<file path="config.mk">
export PLATFORM = sky130hd
export DESIGN_NAME = gspm_core
export DESIGN_NICKNAME = d
export VERILOG_FILES = /design/src/core/gspm_pkg.sv /design/src/core/gspm_core.sv
export VERILOG_INCLUDE_DIRS = /design/src /design/src/core
export SDC_FILE = /design/constraint.sdc
export NUM_CORES = 1
export LEC_CHECK = 0
export BUFFER_PORTS_ARGS = -buffer_cell sky130_fd_sc_hd__buf_2
export CAP_MARGIN = 20
export CELL_PAD_IN_SITES_DETAIL_PLACEMENT = 1
export CELL_PAD_IN_SITES_GLOBAL_PLACEMENT = 1
export CORE_ASPECT_RATIO = 1.4
export CORE_MARGIN = 10
export CORE_UTILIZATION = 44
export CTS_CLUSTER_SIZE = 20
export DETAILED_ROUTE_END_ITERATION = 7
export PLACE_DENSITY = 0.88
export SLEW_MARGIN = 20
export SYNTH_ARGS = -nofsm -noshare
export SYNTH_HDL_FRONTEND = slang
export SYNTH_SLANG_ARGS = --single-unit
</file>
<file path="constraint.sdc">
create_clock -name ref_clk -period 13 [get_ports ref_clk]
set_input_delay 1.95 -clock ref_clk [delete_from_list [all_inputs] [get_ports ref_clk]]
set_output_delay 1.95 -clock ref_clk [all_outputs]
set_load 0.01 [all_outputs]
</file>
<file path="src/core/gspm_cfg.svh">
// Constants for the gauge status and power mode block.
// Operation
// - Thermistor default; internal sensor when select cleared.
// - Charge overheat flag: limit, dwell, current; release.
// - Discharge overheat flag: limit, dwell, negative current.
// - Taper termination over two windows clears charging.
// - On termination optionally load remaining with full.
// - Alarm level -1: terminate only on taper.
// - Full level -1: full flag waits taper.
// - Charge block outside limits, clear within hysteresis.
// - Normal mode whenever no other mode active.
// - Sleep when enabled and current below sleep level.
// - Offset calibration runs before sleep entry from normal mode.
// - Sleep modes may hold lines low 4 ms.
// - Leave sleep modes when current rises or wake.
// - Nonzero wait counts down into deep idle.
// - Zero wait: deep idle only with host request.
// - Activity leaves deep idle; oscillator off there.
// - Deep idle exit keeps request only with wait.
// - Dormant: relaxed voltage, low current, cell or request.
// - Dormant until addressed activity; shutdown only low cell.
// - Waking from dormant clears dormant request.
// - Report pre-dormant values about 3 seconds.
// - Software reset classified and counted per type.
`ifndef GSPM_CFG_SVH
`define GSPM_CFG_SVH
`define GSPM_CLK_MHZ 100
`define GSPM_STALL_MS 4
`define GSPM_STALL_CYC (`GSPM_STALL_MS * 1000 * `GSPM_CLK_MHZ)
`define GSPM_HOLD_S 3
`define GSPM_HOLD_CYC (`GSPM_HOLD_S * 1000000 * `GSPM_CLK_MHZ)
`define GSPM_CAL_CYC 16
`define GSPM_TAPER_WINDOWS 2
`define GSPM_LEVEL_OFF 16'hFFFF
`define GSPM_RST_TYPES 4
`endif

</file>
<file path="src/core/gspm_pkg.sv">
// Types for the gauge status and power mode block.
`default_nettype none
package gspm_pkg;
  typedef enum logic [2:0] {NORMAL, CALIB, SLEEP, DEEPIDLE, DORMANT} gspm_mode_type;
endpackage
`default_nettype wire

</file>
<file path="src/core/gspm_core.sv">
// Status flags, power mode sequencer and reset counters of the gauge.
`include "gspm_cfg.svh"
`default_nettype none
module gspm_core #(
  parameter int STALL_CYC = `GSPM_STALL_CYC, // Line hold length.
  parameter int HOLD_CYC  = `GSPM_HOLD_CYC   // Post-dormant report hold.
) (
  input  wire logic               ref_clk,               // Clock.
  input  wire logic               rst,                   // Async reset.
  input  wire logic               clkEn,                 // Clock enable.
  input  wire logic               measStrobe,            // New measurements.
  input  wire logic signed [15:0] extTemp,               // Thermistor temperature.
  input  wire logic signed [15:0] intTemp,               // On-chip temperature.
  input  wire logic               thermalSourceSelect,   // 1 thermistor, 0 internal.
  input  wire logic signed [15:0] meanCellFlow,          // Average current.
  input  wire logic signed [15:0] cellVoltage,           // Voltage.
  input  wire logic        [15:0] capGain,               // Capacity gain per window.
  input  wire logic        [15:0] capGainMin,            // Least gain per window.
  input  wire logic               taperWindowEnd,        // Taper window boundary.
  input  wire logic signed [15:0] chargeHeatLimit,       // Charge overheat limit.
  input  wire logic signed [15:0] chargeHeatRelease,     // Charge overheat recovery.
  input  wire logic        [7:0]  chargeHeatDwell,       // Updates; 0 disables.
  input  wire logic signed [15:0] chgCurThresh,          // Charge current threshold.
  input  wire logic signed [15:0] dischargeHeatLimit,    // Discharge overheat limit.
  input  wire logic signed [15:0] dischargeHeatRelease,  // Discharge overheat recovery.
  input  wire logic        [7:0]  dischargeHeatDwell,    // Updates; 0 disables.
  input  wire logic signed [15:0] dsgCurThresh,          // Discharge current threshold.
  input  wire logic signed [15:0] taperCurrent,          // Taper current.
  input  wire logic signed [15:0] chargingVoltage,       // Charging voltage.
  input  wire logic signed [15:0] taperVoltage,          // Taper voltage.
  input  wire logic               remainingToFullOnEnd,  // Load remaining on end.
  input  wire logic        [15:0] fullCapacityValue,     // Full capacity.
  input  wire logic        [15:0] chargeLeftIn,          // Computed remaining.
  input  wire logic        [15:0] chargerAlarmLevel,     // 0xFFFF means -1.
  input  wire logic        [15:0] fullDetectLevel,       // 0xFFFF means -1.
  input  wire logic        [15:0] socPercent,            // State of charge.
  input  wire logic signed [15:0] inhibitLow,            // Inhibit low limit.
  input  wire logic signed [15:0] inhibitHigh,           // Inhibit high limit.
  input  wire logic signed [15:0] tempHys,               // Inhibit hysteresis.
  input  wire logic               sleepEnable,           // Sleep allowed.
  input  wire logic signed [15:0] sleepCurrent,          // Sleep level.
  input  wire logic        [15:0] deepIdleWait,          // Updates before deep idle.
  input  wire logic               wakeCompEnable,        // Wake comparator on.
  input  wire logic               wakeCompTrip,          // Wake comparator pin.
  input  wire logic               commActivity,          // Bus activity pin.
  input  wire logic               commAddressed,         // Addressed activity pin.
  input  wire logic               deepIdleSetSubcommand, // Host sets deep idle request.
  input  wire logic               dormantSetSubcommand,  // Host sets dormant request.
  input  wire logic               ocvValid,              // Relaxed voltage valid.
  input  wire logic signed [15:0] dormantCurrent,        // Dormant current level.
  input  wire logic signed [15:0] dormantVoltage,        // Low cell voltage level.
  input  wire logic               resetSubcommand,       // Software reset pulse.
  input  wire logic        [1:0]  resetType,             // Reset class.
  input  wire logic        [1:0]  resetDataSel,          // Counter to read.
  output logic signed [15:0]      batteryTemp,           // Selected temperature.
  output logic                    chargeHeatFlag,        // Charge overheat.
  output logic                    dischargeHeatFlag,     // Discharge overheat.
  output logic                    chargingFlag,          // Charging.
  output logic                    terminateCharge,       // Terminate indication.
  output logic                    fullChargeFlag,        // Full charge.
  output logic                    chargeBlockFlag,       // Charge inhibit.
  output logic             [15:0] chargeLeftValue,       // Reported remaining.
  output logic                    deepIdleRequest,       // Deep idle request bit.
  output logic                    dormantRequest,        // Dormant request bit.
  output logic             [2:0]  powerMode,             // Current mode code.
  output logic                    calibrating,           // Offset calibration run.
  output logic                    hfOscOff,              // Fast oscillator off.
  output logic                    lineHold,              // Holds comm lines low.
  output logic                    shutdownActive,        // Shutdown pin function.
  output logic                    reportFrozen,          // Pre-dormant values shown.
  output logic             [7:0]  resetCount             // Selected reset counter.
);
  logic signed [15:0] tempNow;
  logic [2:0] comSync_ff, adrSync_ff, wakSync_ff;
  logic comAct, adrAct, wakAct;
  // Pins pass three flops; only the last one is read by logic.
  always_ff @(posedge ref_clk or posedge rst) begin
    if (rst) begin
      comSync_ff <= 3'h0;
      adrSync_ff <= 3'h0;
      wakSync_ff <= 3'h0;
    end else if (clkEn) begin
      comSync_ff <= {comSync_ff[1:0], commActivity};
      adrSync_ff <= {adrSync_ff[1:0], commAddressed};
      wakSync_ff <= {wakSync_ff[1:0], wakeCompTrip};
    end
  end
  assign comAct = comSync_ff[2];
  assign adrAct = adrSync_ff[2];
  assign wakAct = wakSync_ff[2] & wakeCompEnable;
  assign tempNow = thermalSourceSelect ? extTemp : intTemp;

  // Flag group.
  logic [7:0] chtCnt_ff, nxt_chtCnt, dhtCnt_ff, nxt_dhtCnt;
  logic cht_ff, nxt_cht, dht_ff, nxt_dht, chg_ff, nxt_chg, term_ff, nxt_term;
  logic full_ff, nxt_full, inh_ff, nxt_inh, taperMet_ff, nxt_taperMet;
  logic [1:0] taperWin_ff, nxt_taperWin;
  logic winOk_ff, nxt_winOk;
  logic [15:0] rem_ff, nxt_rem;
  logic signed [15:0] temp_ff, nxt_temp;
  logic signed [16:0] dsgNeg, taperV;
  assign dsgNeg = -17'(dsgCurThresh);
  assign taperV = 17'(chargingVoltage) - 17'(taperVoltage);
  always_comb begin
    nxt_chtCnt = chtCnt_ff;
    nxt_dhtCnt = dhtCnt_ff;
    nxt_cht = cht_ff;
    nxt_dht = dht_ff;
    nxt_chg = chg_ff;
    nxt_term = term_ff;
    nxt_full = full_ff;
    nxt_inh = inh_ff;
    nxt_taperMet = taperMet_ff;
    nxt_taperWin = taperWin_ff;
    nxt_winOk = winOk_ff;
    nxt_rem = rem_ff;
    nxt_temp = temp_ff;
    if (measStrobe && !reportFrozen) begin
      nxt_temp = tempNow;
      nxt_rem = chargeLeftIn;
      if (meanCellFlow > 16'sh0000) begin
        nxt_chg = 1'b1;
      end
      if (chargeHeatDwell == 8'h00) begin
        nxt_cht = 1'b0;
        nxt_chtCnt = 8'h00;
      end else if (tempNow <= chargeHeatRelease) begin
        nxt_cht = 1'b0;
        nxt_chtCnt = 8'h00;
      end else if (tempNow >= chargeHeatLimit && meanCellFlow >= chgCurThresh) begin
        if (chtCnt_ff + 8'h01 >= chargeHeatDwell) begin
          nxt_cht = 1'b1;
        end else begin
          nxt_chtCnt = chtCnt_ff + 8'h01;
        end
      end else begin
        nxt_chtCnt = 8'h00;
      end
      if (dischargeHeatDwell == 8'h00) begin
        nxt_dht = 1'b0;
        nxt_dhtCnt = 8'h00;
      end else if (tempNow <= dischargeHeatRelease) begin
        nxt_dht = 1'b0;
        nxt_dhtCnt = 8'h00;
      end else if (tempNow >= dischargeHeatLimit && 17'(meanCellFlow) <= dsgNeg) begin
        if (dhtCnt_ff + 8'h01 >= dischargeHeatDwell) begin
          nxt_dht = 1'b1;
        end else begin
          nxt_dhtCnt = dhtCnt_ff + 8'h01;
        end
      end else begin
        nxt_dhtCnt = 8'h00;
      end
      if (tempNow < inhibitLow || tempNow > inhibitHigh) begin
        nxt_inh = 1'b1;
      end else if (tempNow >= inhibitLow + tempHys && tempNow <= inhibitHigh - tempHys) begin
        nxt_inh = 1'b0;
      end
      if (meanCellFlow >= taperCurrent || capGain <= capGainMin || 17'(cellVoltage) <= taperV) begin
        nxt_winOk = 1'b0;
      end
      if (meanCellFlow <= 16'sh0000) begin
        nxt_taperMet = 1'b0;
        nxt_term = 1'b0;
        nxt_full = 1'b0;
      end
      if (chargerAlarmLevel != `GSPM_LEVEL_OFF && socPercent >= chargerAlarmLevel) begin
        nxt_term = 1'b1;
      end
      if (fullDetectLevel != `GSPM_LEVEL_OFF && socPercent >= fullDetectLevel) begin
        nxt_full = 1'b1;
      end
    end
    if (taperWindowEnd) begin
      nxt_taperWin = nxt_winOk ? taperWin_ff + 2'h1 : 2'h0;
      if (nxt_winOk && taperWin_ff + 2'h1 >= 2'(`GSPM_TAPER_WINDOWS)) begin
        nxt_taperWin = 2'h0;
        nxt_chg = 1'b0;
        nxt_taperMet = 1'b1;
        nxt_term = 1'b1;
        nxt_full = 1'b1;
        if (remainingToFullOnEnd) begin
          nxt_rem = fullCapacityValue;
        end
      end
      nxt_winOk = 1'b1;
    end
  end
  always_ff @(posedge ref_clk or posedge rst) begin
    if (rst) begin
      chtCnt_ff <= 8'h00;
      dhtCnt_ff <= 8'h00;
      cht_ff <= 1'b0;
      dht_ff <= 1'b0;
      chg_ff <= 1'b0;
      term_ff <= 1'b0;
      full_ff <= 1'b0;
      inh_ff <= 1'b0;
      taperMet_ff <= 1'b0;
      taperWin_ff <= 2'h0;
      winOk_ff <= 1'b1;
      rem_ff <= 16'h0000;
      temp_ff <= 16'sh0000;
    end else if (clkEn) begin
      chtCnt_ff <= nxt_chtCnt;
      dhtCnt_ff <= nxt_dhtCnt;
      cht_ff <= nxt_cht;
      dht_ff <= nxt_dht;
      chg_ff <= nxt_chg;
      term_ff <= nxt_term;
      full_ff <= nxt_full;
      inh_ff <= nxt_inh;
      taperMet_ff <= nxt_taperMet;
      taperWin_ff <= nxt_taperWin;
      winOk_ff <= nxt_winOk;
      rem_ff <= nxt_rem;
      temp_ff <= nxt_temp;
    end
  end

  // Power mode group.
  gspm_pkg::gspm_mode_type mode_ff, nxt_mode;
  logic [15:0] wait_ff, nxt_wait;
  logic [4:0] cal_ff, nxt_cal;
  logic [31:0] stall_ff, nxt_stall, hold_ff, nxt_hold;
  logic deepReq_ff, nxt_deepReq, dorReq_ff, nxt_dorReq, lowCell_ff, nxt_lowCell;
  logic comPrev_ff, comEdge, sleepOk, dormOk;
  logic signed [15:0] absFlow;
  assign comEdge = comAct & ~comPrev_ff;
  assign absFlow = meanCellFlow[15] ? -meanCellFlow : meanCellFlow;
  assign sleepOk = sleepEnable && meanCellFlow < sleepCurrent;
  assign dormOk = ocvValid && absFlow < dormantCurrent;
  always_comb begin
    nxt_mode = mode_ff;
    nxt_wait = wait_ff;
    nxt_cal = cal_ff;
    nxt_stall = stall_ff;
    nxt_hold = (hold_ff != 32'h0) ? hold_ff - 32'h1 : hold_ff;
    nxt_deepReq = deepReq_ff | deepIdleSetSubcommand;
    nxt_dorReq = dorReq_ff | dormantSetSubcommand;
    nxt_lowCell = lowCell_ff;
    if ((mode_ff == gspm_pkg::SLEEP || mode_ff == gspm_pkg::DEEPIDLE) && comEdge) begin
      nxt_stall = 32'(STALL_CYC);
    end else if (stall_ff != 32'h0) begin
      nxt_stall = stall_ff - 32'h1;
    end
    case (mode_ff)
      gspm_pkg::NORMAL: begin
        if (measStrobe && dormOk && (cellVoltage < dormantVoltage || dorReq_ff)) begin
          nxt_mode = gspm_pkg::DORMANT;
          nxt_lowCell = cellVoltage < dormantVoltage;
        end else if (measStrobe && sleepOk) begin
          nxt_mode = gspm_pkg::CALIB;
          nxt_cal = 5'(`GSPM_CAL_CYC);
        end
      end
      gspm_pkg::CALIB: begin
        if (cal_ff == 5'h00) begin
          nxt_mode = gspm_pkg::SLEEP;
          nxt_wait = deepIdleWait;
        end else begin
          nxt_cal = cal_ff - 5'h01;
        end
      end
      gspm_pkg::SLEEP: begin
        if ((measStrobe && !sleepOk) || wakAct) begin
          nxt_mode = gspm_pkg::NORMAL;
        end else if (deepIdleWait == 16'h0000) begin
          if (deepReq_ff) begin
            nxt_mode = gspm_pkg::DEEPIDLE;
          end
        end else if (wait_ff == 16'h0000) begin
          nxt_mode = gspm_pkg::DEEPIDLE;
        end else if (measStrobe) begin
          nxt_wait = wait_ff - 16'h0001;
        end
      end
      gspm_pkg::DEEPIDLE: begin
        if (comEdge || (measStrobe && !sleepOk) || wakAct) begin
          nxt_mode = comEdge ? gspm_pkg::SLEEP : gspm_pkg::NORMAL;
          nxt_wait = deepIdleWait;
          if (deepIdleWait == 16'h0000) begin
            nxt_deepReq = deepIdleSetSubcommand;
          end
        end
      end
      gspm_pkg::DORMANT: begin
        if (adrAct) begin
          nxt_mode = gspm_pkg::NORMAL;
          nxt_dorReq = dormantSetSubcommand;
          nxt_lowCell = 1'b0;
          nxt_hold = 32'(HOLD_CYC);
        end
      end
      default: nxt_mode = gspm_pkg::NORMAL;
    endcase
  end
  always_ff @(posedge ref_clk or posedge rst) begin
    if (rst) begin
      mode_ff <= gspm_pkg::NORMAL;
      wait_ff <= 16'h0000;
      cal_ff <= 5'h00;
      stall_ff <= 32'h0;
      hold_ff <= 32'h0;
      deepReq_ff <= 1'b0;
      dorReq_ff <= 1'b0;
      lowCell_ff <= 1'b0;
      comPrev_ff <= 1'b0;
    end else if (clkEn) begin
      mode_ff <= nxt_mode;
      wait_ff <= nxt_wait;
      cal_ff <= nxt_cal;
      stall_ff <= nxt_stall;
      hold_ff <= nxt_hold;
      deepReq_ff <= nxt_deepReq;
      dorReq_ff <= nxt_dorReq;
      lowCell_ff <= nxt_lowCell;
      comPrev_ff <= comAct;
    end
  end

  // Software reset counters, one per reset class; they saturate rather than wrap.
  logic [7:0] rstCnt_ff [`GSPM_RST_TYPES], nxt_rstCnt [`GSPM_RST_TYPES];
  for (genvar g = 0; g < `GSPM_RST_TYPES; g++) begin : gRstCnt
    always_comb begin
      nxt_rstCnt[g] = rstCnt_ff[g];
      if (resetSubcommand && resetType == 2'(g) && rstCnt_ff[g] != 8'hFF) begin
        nxt_rstCnt[g] = rstCnt_ff[g] + 8'h01;
      end
    end
    always_ff @(posedge ref_clk or posedge rst) begin
      if (rst) begin
        rstCnt_ff[g] <= 8'h00;
      end else if (clkEn) begin
        rstCnt_ff[g] <= nxt_rstCnt[g];
      end
    end
  end

  assign batteryTemp = temp_ff;
  assign chargeHeatFlag = cht_ff;
  assign dischargeHeatFlag = dht_ff;
  assign chargingFlag = chg_ff;
  assign terminateCharge = term_ff;
  assign fullChargeFlag = full_ff;
  assign chargeBlockFlag = inh_ff;
  assign chargeLeftValue = rem_ff;
  assign deepIdleRequest = deepReq_ff;
  assign dormantRequest = dorReq_ff;
  assign powerMode = mode_ff;
  assign calibrating = (mode_ff == gspm_pkg::CALIB);
  assign hfOscOff = (mode_ff == gspm_pkg::DEEPIDLE);
  assign lineHold = (stall_ff != 32'h0);
  assign shutdownActive = (mode_ff == gspm_pkg::DORMANT) && lowCell_ff;
  assign reportFrozen = (hold_ff != 32'h0);
  assign resetCount = rstCnt_ff[resetDataSel];
endmodule // gspm_core
`default_nettype wire

</file>
==> impl_metrics.py, run 1 <==
metrics = {
    "setup_path": {
        "reg2reg_slack_ps": 9380,
        "r2r_end": "hold_ff[31]",
        "path_class": "input port to flop",
        "worstReg2RegStart": "hold_ff[4]",
        "endpoint_kind": "flop",
        "r2r.worst_path.cells": 9,
        "start_kind": "input port",
        "critical_path_arrival_ps": 6840,
        "startpoint": "chargingVoltage[0]",
        "worstPathRequired_ps": 13330,
        "critPathMaxFanout": 16,
    },
    "pwr": {
        "p_per_area_nw_per_um2": 110,
        "switching_share_pct": 41.4,
        "p_int_w": 0.00155,
        "pwr-share-comb_pct": 44.2,
        "p_leak_nw": 12.6,
        "vdd_ir_drop_max_v": 0.0000977,
        "pwr-share-clk_pct": 21.4,
        "seqPwrFrac_pct": 34.4,
        "switching_power_w": 0.00110,
    },
    "yosys": {
        "ys_async_sr_fraction_pct": 100,
        "synthMuxAreaShare_pct": 3.66,
        "ys_ff_latch": 190,
        "yosys.area.top_type": "dfrtp_1",
        "synth-edff-count": 0,
        "ys_warn_count": 0,
        "avgSynthCellArea_sq_um": 8.43,
        "yosys-top-cells-area": "dfrtp_1 23%, ha_1 22%, inv_1 6.2%, xnor2_1 3.7%, a21oi_1 3.2%",
        "synth_top_area_share_pct": 23.5,
        "ys.flop_type": "dfrtp_1",
        "synth_cell_types": 87,
        "synthXorXnorAreaFrac_pct": 6.74,
        "syn_nets": 3221,
        "synth-compound-area-share_pct": 17.4,
        "synth_fa_ha_area_share_pct": 22.7,
        "synth_top_family_by_area": "adder cells",
        "syn_area_sq_um": 20100,
        "synth_seq_area_share_pct": 23.6,
        "netlist_instances": 2389,
        "synth-simple-area-share_pct": 18.8,
    },
    "place": {
        "placed_area_sq_um": 23400,
        "dpl.hpwl_mm": 70.8,
        "dp_worst_setup_slack_ps": 5990,
        "io_buffer_count": 523,
        "place_congestion": 0.995,
    },
    "run": {
        "drv_cap": 0,
    },
    "clock_network": {
        "clk_latency_ps": 460,
        "hold_buffers": 0,
        "cts_made_buffers": 17,
        "h-tree-depth": 4,
        "cts_resized": 0,
        "clkSlewWorstSetupHoldPaths_ps": 80,
        "clockBufferDepth": 2,
        "cts_setup_buffers": 0,
        "cts_tree": "built",
        "cts_sinks": 190,
        "clock-root-buffer": "clkbuf_16",
    },
    "global_route": {
        "grt_max_degree": 119,
        "overflow": 0,
        "globalRouteTotalUtil_pct": 29.5,
        "antenna_found_initial": 36,
        "grt_pass1_vias": 23254,
        "grt_pass1_wl_mm": 128,
    },
    "route": {
        "post_drt_wl_per_cell_um": 23.8,
        "viasPerCell": 5.87,
        "drt-initial-drc-count": 879,
        "drtAntennaViolNets": 0,
        "drc_errors": 0,
        "num_vias": 20839,
        "routed_wl_mm": 84.4,
        "firstDrtPassIters": 5,
    },
    "timing": {
        "hold_viol": 0,
        "tightest_slew_ps": 1100,
        "fmaxAchievable_mhz": 154,
        "setup_violations": 0,
        "skew_ps": 21.6,
        "rsz0062_at_grt": "false",
        "slew_headroom_pct": 26.7,
        "final.setup.tns_ps": 0,
        "worst_slack_ps": 6490,
        "finalCritPeriodShare_pct": 50.1,
        "drv_slew": 0,
        "period_minus_slack_ps": 6510,
    },
    "hold_path": {
        "hold_depth": 2,
        "hold_class": "flop to flop",
        "worstHoldStart": "batteryTemp[0]",
        "hold-path-endpoint": "batteryTemp[0]",
    },
    "outcome": {
        "status": "completed",
    },
    "final_layout": {
        "final_cell_area_sq_um": 24100,
        "layout.nets": 3730,
        "final_cell_mix": "523 x buf_2, 361 x ha_1, 329 x inv_1",
        "area_growth_syn_to_layout_pct": 19.8,
        "layout_commonest_cell": "buf_2",
        "drive_above_1_share_pct": 22.9,
        "postLayoutCoreUtil_pct": 53.4,
    },
    "floorplanning": {
        "core_sq_um": 45100,
        "die_y_um": 273,
        "die_x_um": 201,
        "die_area_sq_um": 54800,
        "initial_core_util_pct": 44.6,
        "row_count": 92,
        "top_level_ports": 524,
    },
}
==> synthesized netlist by cell type, types with 5 or more instances <==
library cell and instances:
o21ai_0 105, or4_1 15, o21a_1 23, or2_2 13
a21oi_1 127, and2_1 11, nand4_1 52, nand3_1 66
o2bb2ai_1 11, nor4_1 33, o22ai_1 15, buf_2 6
and3_1 26, buf_1 5, o211ai_1 16, o41ai_1 9
a211oi_1 18, nand2_1 154, clkbuf_1 28, nor3_1 57
a2bb2oi_1 17, ha_1 361, nor2_1 158, xor2_1 69
a2111oi_0 13, dfrtp_1 189, mux2_2 45, inv_1 330
a22o_1 7, mux2i_1 5, mux4_2 8, o221a_2 16
a41oi_1 6, nand2b_1 29, a21o_1 40, o21bai_1 6
a31oi_1 20, nor2b_1 31, nand3b_1 5, xnor2_1 86
nor3b_1 11, o31ai_1 21, or3_1 38, and4_1 7
==> cell families after synthesis <==
family / Yosys count
adders and majority gates: 364
and+or+nand+nor: 730
muxes: 58
xor gates and xnor gates: 155
AOI/OAI and AO/OA: 521
buffers and inverters: 371
DFF: 190
==> registers in the layout (all words and copies together) (netlist names), 5 cells and up <==
signal           count
chtCnt_ff            8
hold_ff             32
cal_ff               5
chargeLeftValue     16
stall_ff            32
rstCnt_ff           32
dhtCnt_ff            8
batteryTemp         16
wait_ff             16
==> critical path, cell delays in order <==
cell	delay [ps]
buf_2	90
inv_1	50
ha_1	190
fa_1	230
nor2b_1	70
o31a_1	270
o211ai_1	230
a21oi_1	130
a2111oi_0	500
nor3_1	200
a41oi_1	280
o311ai_0	190
ha_1	310
nand2_1	70
nor3_1	250
o31ai_1	120
o211ai_1	130
nand4_1	390
or3b_1	780
o221a_2	400
==> area by class of cell <==
| type | instances | area, sq um |
|---|---|---|
| Clock buffer | 19 | 453 |
| Clock inverter | 13 | 171 |
| Timing Repair Buffer | 531 | 2680 |
| Inverter | 330 | 1250 |
| Multi-Input combinational cell | 1828 | 14000 |
| Fill cell | 5600 | 21000 |
| Sequential cell | 190 | 4760 |
| Antenna cell | 28 | 70.1 |
| Tap cell | 611 | 764 |
==> routing by layer <==
metal  wire [um]  share of wire (%)  vias to the layer above  track usage (%)
met4        6050                7.2                       24             20.6
met1       28900                 34                    10162             27.9
met5         173               0.21                        -                0
met3        5580                6.6                      292             8.23
met2       43600                 52                      726             54.5
li1            -                  -                     9635                -
==> worst max-delay path by stage <==
stage	to	slack [ps]
4_1_cts	chargeLeftValue[6]	6490
6_report	chargeLeftValue[6]	6490
2_1_floorplan	adrSync_ff[0]	5880
3_5_place_dp	chargeLeftValue[8]	5990
3_3_place_gp	chargeLeftValue[0]	6330
5_1_grt	chargeLeftValue[6]	6140
==> power groups by stage <==
| stage | sequential, W | combinational [W] | clock (W) |
|---|---|---|---|
| floorplan | 0.000875 | 0.000755 | 0 |
| CTS | 0.000907 | 0.00117 | 0.000575 |
| global route | 0.000933 | 0.00130 | 0.000601 |
| detailed placement | 0.000915 | 0.00115 | 0 |
| global placement | 0.000897 | 0.00107 | 0 |
| finish | 0.000912 | 0.00117 | 0.000566 |
==> per-stage QoR <==
stage / power, W / cells / hold WS [ps]
2_1_floorplan: 0.00163 / 2389 / 449
3_3_place_gp: 0.00197 / 3490 / 470
3_5_place_dp: 0.00207 / 3490 / 481
4_1_cts: 0.00265 / 3522 / 499
5_1_grt: 0.00284 / 3540 / 529
6_report: 0.00265 / 3550 / 502
(Power assumes the default switching activity.)
==> run 2: changes to the inputs <==
--- a/config.mk
+++ b/config.mk
@@ -12,10 +12,10 @@
 export CELL_PAD_IN_SITES_GLOBAL_PLACEMENT = 1
 export CORE_ASPECT_RATIO = 1.4
 export CORE_MARGIN = 10
-export CORE_UTILIZATION = 44
+export CORE_UTILIZATION = 40
 export CTS_CLUSTER_SIZE = 20
 export DETAILED_ROUTE_END_ITERATION = 7
-export PLACE_DENSITY = 0.88
+export PLACE_DENSITY = 0.81
 export SLEW_MARGIN = 20
 export SYNTH_ARGS = -nofsm -noshare
 export SYNTH_HDL_FRONTEND = slang
==> constraint.sdc (replaced) <==
create_clock -name ref_clk -period 6.2 [get_ports ref_clk]
set_input_delay 0.93 -clock ref_clk [delete_from_list [all_inputs] [get_ports ref_clk]]
set_output_delay 0.93 -clock ref_clk [all_outputs]
set_load 0.01 [all_outputs]
==> impl_metrics.py, run 2 (synthesized netlist as in run 1, its figures left out) <==
metrics = {
    "floorplanning": {
        "die_x_um": 210,
        "die_y_um": 285,
        "row_count": 97,
        "top_level_ports": 524,
        "die_area_sq_um": 59800,
        "initial_core_util_pct": 40.4,
        "core_sq_um": 49900,
    },
    "run": {
        "drv_cap": 0,
    },
    "timing": {
        "tightest_slew_ps": 1080,
        "finalCritPeriodShare_pct": 83.1,
        "setup_violations": 0,
        "rsz0062_at_grt": "false",
        "slew_headroom_pct": 27.3,
        "final.setup.tns_ps": 0,
        "hold_viol": 0,
        "skew_ps": 25.4,
        "period_minus_slack_ps": 5150,
        "fmaxAchievable_mhz": 194,
        "drv_slew": 0,
    },
    "setup_path": {
        "start_kind": "input port",
        "endpoint_kind": "flop",
        "r2r.worst_path.cells": 9,
        "crit_path_cell_trace": "buf_2 -> inv_1 -> ha_1 -> fa_1 -> nor2b_1 -> o31a_1 -> o211ai_1 -> a21oi_1 -> a2111oi_0 -> nor3_1 -> a41oi_1 -> o311ai_0 -> ha_1 -> nand2_1 -> nor3_1 -> o31ai_1 -> o211ai_1 -> nand4_1 -> buf_4 -> or3b_1 -> o221a_2",
        "critical_path.slowest_cell": "or3b_1",
        "r2r_end": "hold_ff[25]",
        "worstReg2RegStart": "hold_ff[4]",
        "critical_path_arrival_ps": 5500,
        "critPathMaxFanout": 16,
        "worstPathRequired_ps": 6540,
        "reg2reg_slack_ps": 2580,
        "path_class": "input port to flop",
        "max_stage_delay_ps": 630,
    },
    "final_layout": {
        "largestRegisters": "hold_ff x32, rstCnt_ff x32, stall_ff x32",
        "layout_commonest_cell": "buf_2",
        "drive_above_1_share_pct": 23.1,
        "instances_no_fill": 3575,
        "final_cell_mix": "523 x buf_2, 361 x ha_1, 329 x inv_1",
        "postLayoutCoreUtil_pct": 48.5,
        "layout.nets": 3733,
        "area_growth_syn_to_layout_pct": 20.0,
    },
    "place": {
        "dpl.hpwl_mm": 70.0,
        "place_congestion": 0.977,
        "io_buffer_count": 523,
        "dp_cells": 3525,
    },
    "clock_network": {
        "clockBufferDepth": 2,
        "clkSlewWorstSetupHoldPaths_ps": 90,
        "hold_buffers": 0,
        "cts_setup_buffers": 0,
        "clk_latency_ps": 480,
        "cts_made_buffers": 17,
        "clock-root-buffer": "clkbuf_16",
        "cts_resized": 0,
        "h-tree-depth": 4,
        "cts_sinks": 190,
        "cts_tree": "built",
    },
    "global_route": {
        "grt_pass1_vias": 22932,
        "grt_pass1_wl_mm": 125,
        "overflow": 0,
        "antenna_found_initial": 31,
        "grt_max_degree": 129,
        "globalRouteTotalUtil_pct": 26.5,
    },
    "route": {
        "drtAntennaViolNets": 0,
        "drt-initial-drc-count": 817,
        "post_drt_wl_per_cell_um": 23.0,
        "routed_wl_mm": 82.1,
        "num_vias": 20497,
        "firstDrtPassIters": 5,
        "drc_errors": 0,
        "viasPerCell": 5.73,
    },
    "pwr": {
        "p_per_area_nw_per_um2": 229,
        "vdd_ir_drop_max_v": 0.000285,
        "finalPower_w": 0.00555,
        "p_leak_nw": 12.6,
    },
    "hold_path": {
        "hold-path-endpoint": "batteryTemp[0]",
        "worstHoldStart": "batteryTemp[0]",
        "hold_class": "flop to flop",
        "hold_depth": 2,
    },
    "outcome": {
        "status": "completed",
    },
}
-- run 2: cell count changes in the layout (fill, tap and decap cells not counted), sizes merged --
cell	change
clkinvlp	-2
bufinv	-1
buf	+3
diode	-10
clkinv	+4
inv	+1
clkbuf	-2
-- run 2: stage by stage --
stage | setup WS, ps | hold WS [ps] | instance area, sq um
CTS | 1120 | 489 | 24100
finish | 1050 | 495 | 24200
global placement | 772 | 474 | 23500
floorplan | 101 | 449 | 20100
detailed placement | 640 | 475 | 23500
global route | 622 | 509 | 24200
-- run 2: worst max-delay path, delay by kind of cell --
| family | cells | cell delay [ps] |
|---|---|---|
| adders and majority gates | 3 | 720 |
| and+or+nand+nor | 6 | 1340 |
| AOI/OAI and AO/OA | 9 | 2130 |
| buffers and inverters | 3 | 360 |
-- run 2: worst max path at each step --
| stage | cells past startpoint | slack [ps] | startpoint | endpoint |
|---|---|---|---|---|
| finish | 21 | 1050 | chargingVoltage[0] | chargeLeftValue[1] |
| global route | 21 | 620 | chargingVoltage[0] | chargeLeftValue[1] |
| floorplan | 1 | 100 | rst | adrSync_ff[0] |
| CTS | 21 | 1120 | chargingVoltage[0] | chargeLeftValue[1] |
| detailed placement | 21 | 640 | chargingVoltage[0] | chargeLeftValue[15] |
| global placement | 21 | 770 | chargingVoltage[0] | chargeLeftValue[0] |
-- run 2: layer usage --
metal	GRT usage [%]	share of wire, %
met1	25.2	35
met2	50.5	54
met3	6.44	5.5
met4	15.0	5.6
met5	0	0.25
-- run 2: report_power, final --
group	switching, W	leakage [nW]	internal, W	total [W]
Combinational	0.00136	9.98	0.00107	0.00243
Clock	0.000623	0.306	0.000591	0.00121
Sequential	0.000344	2.36	0.00156	0.00190
-- run 2: final cells by class --
type	count	area, sq um
inverter	330	1250
timing repair buffer	534	2700
sequential	190	4760
multi-input combinational	1828	14000
clock buffer	17	425
clock inverter	15	210
antenna	18	45.0
tap	643	805
fill	6207	25700
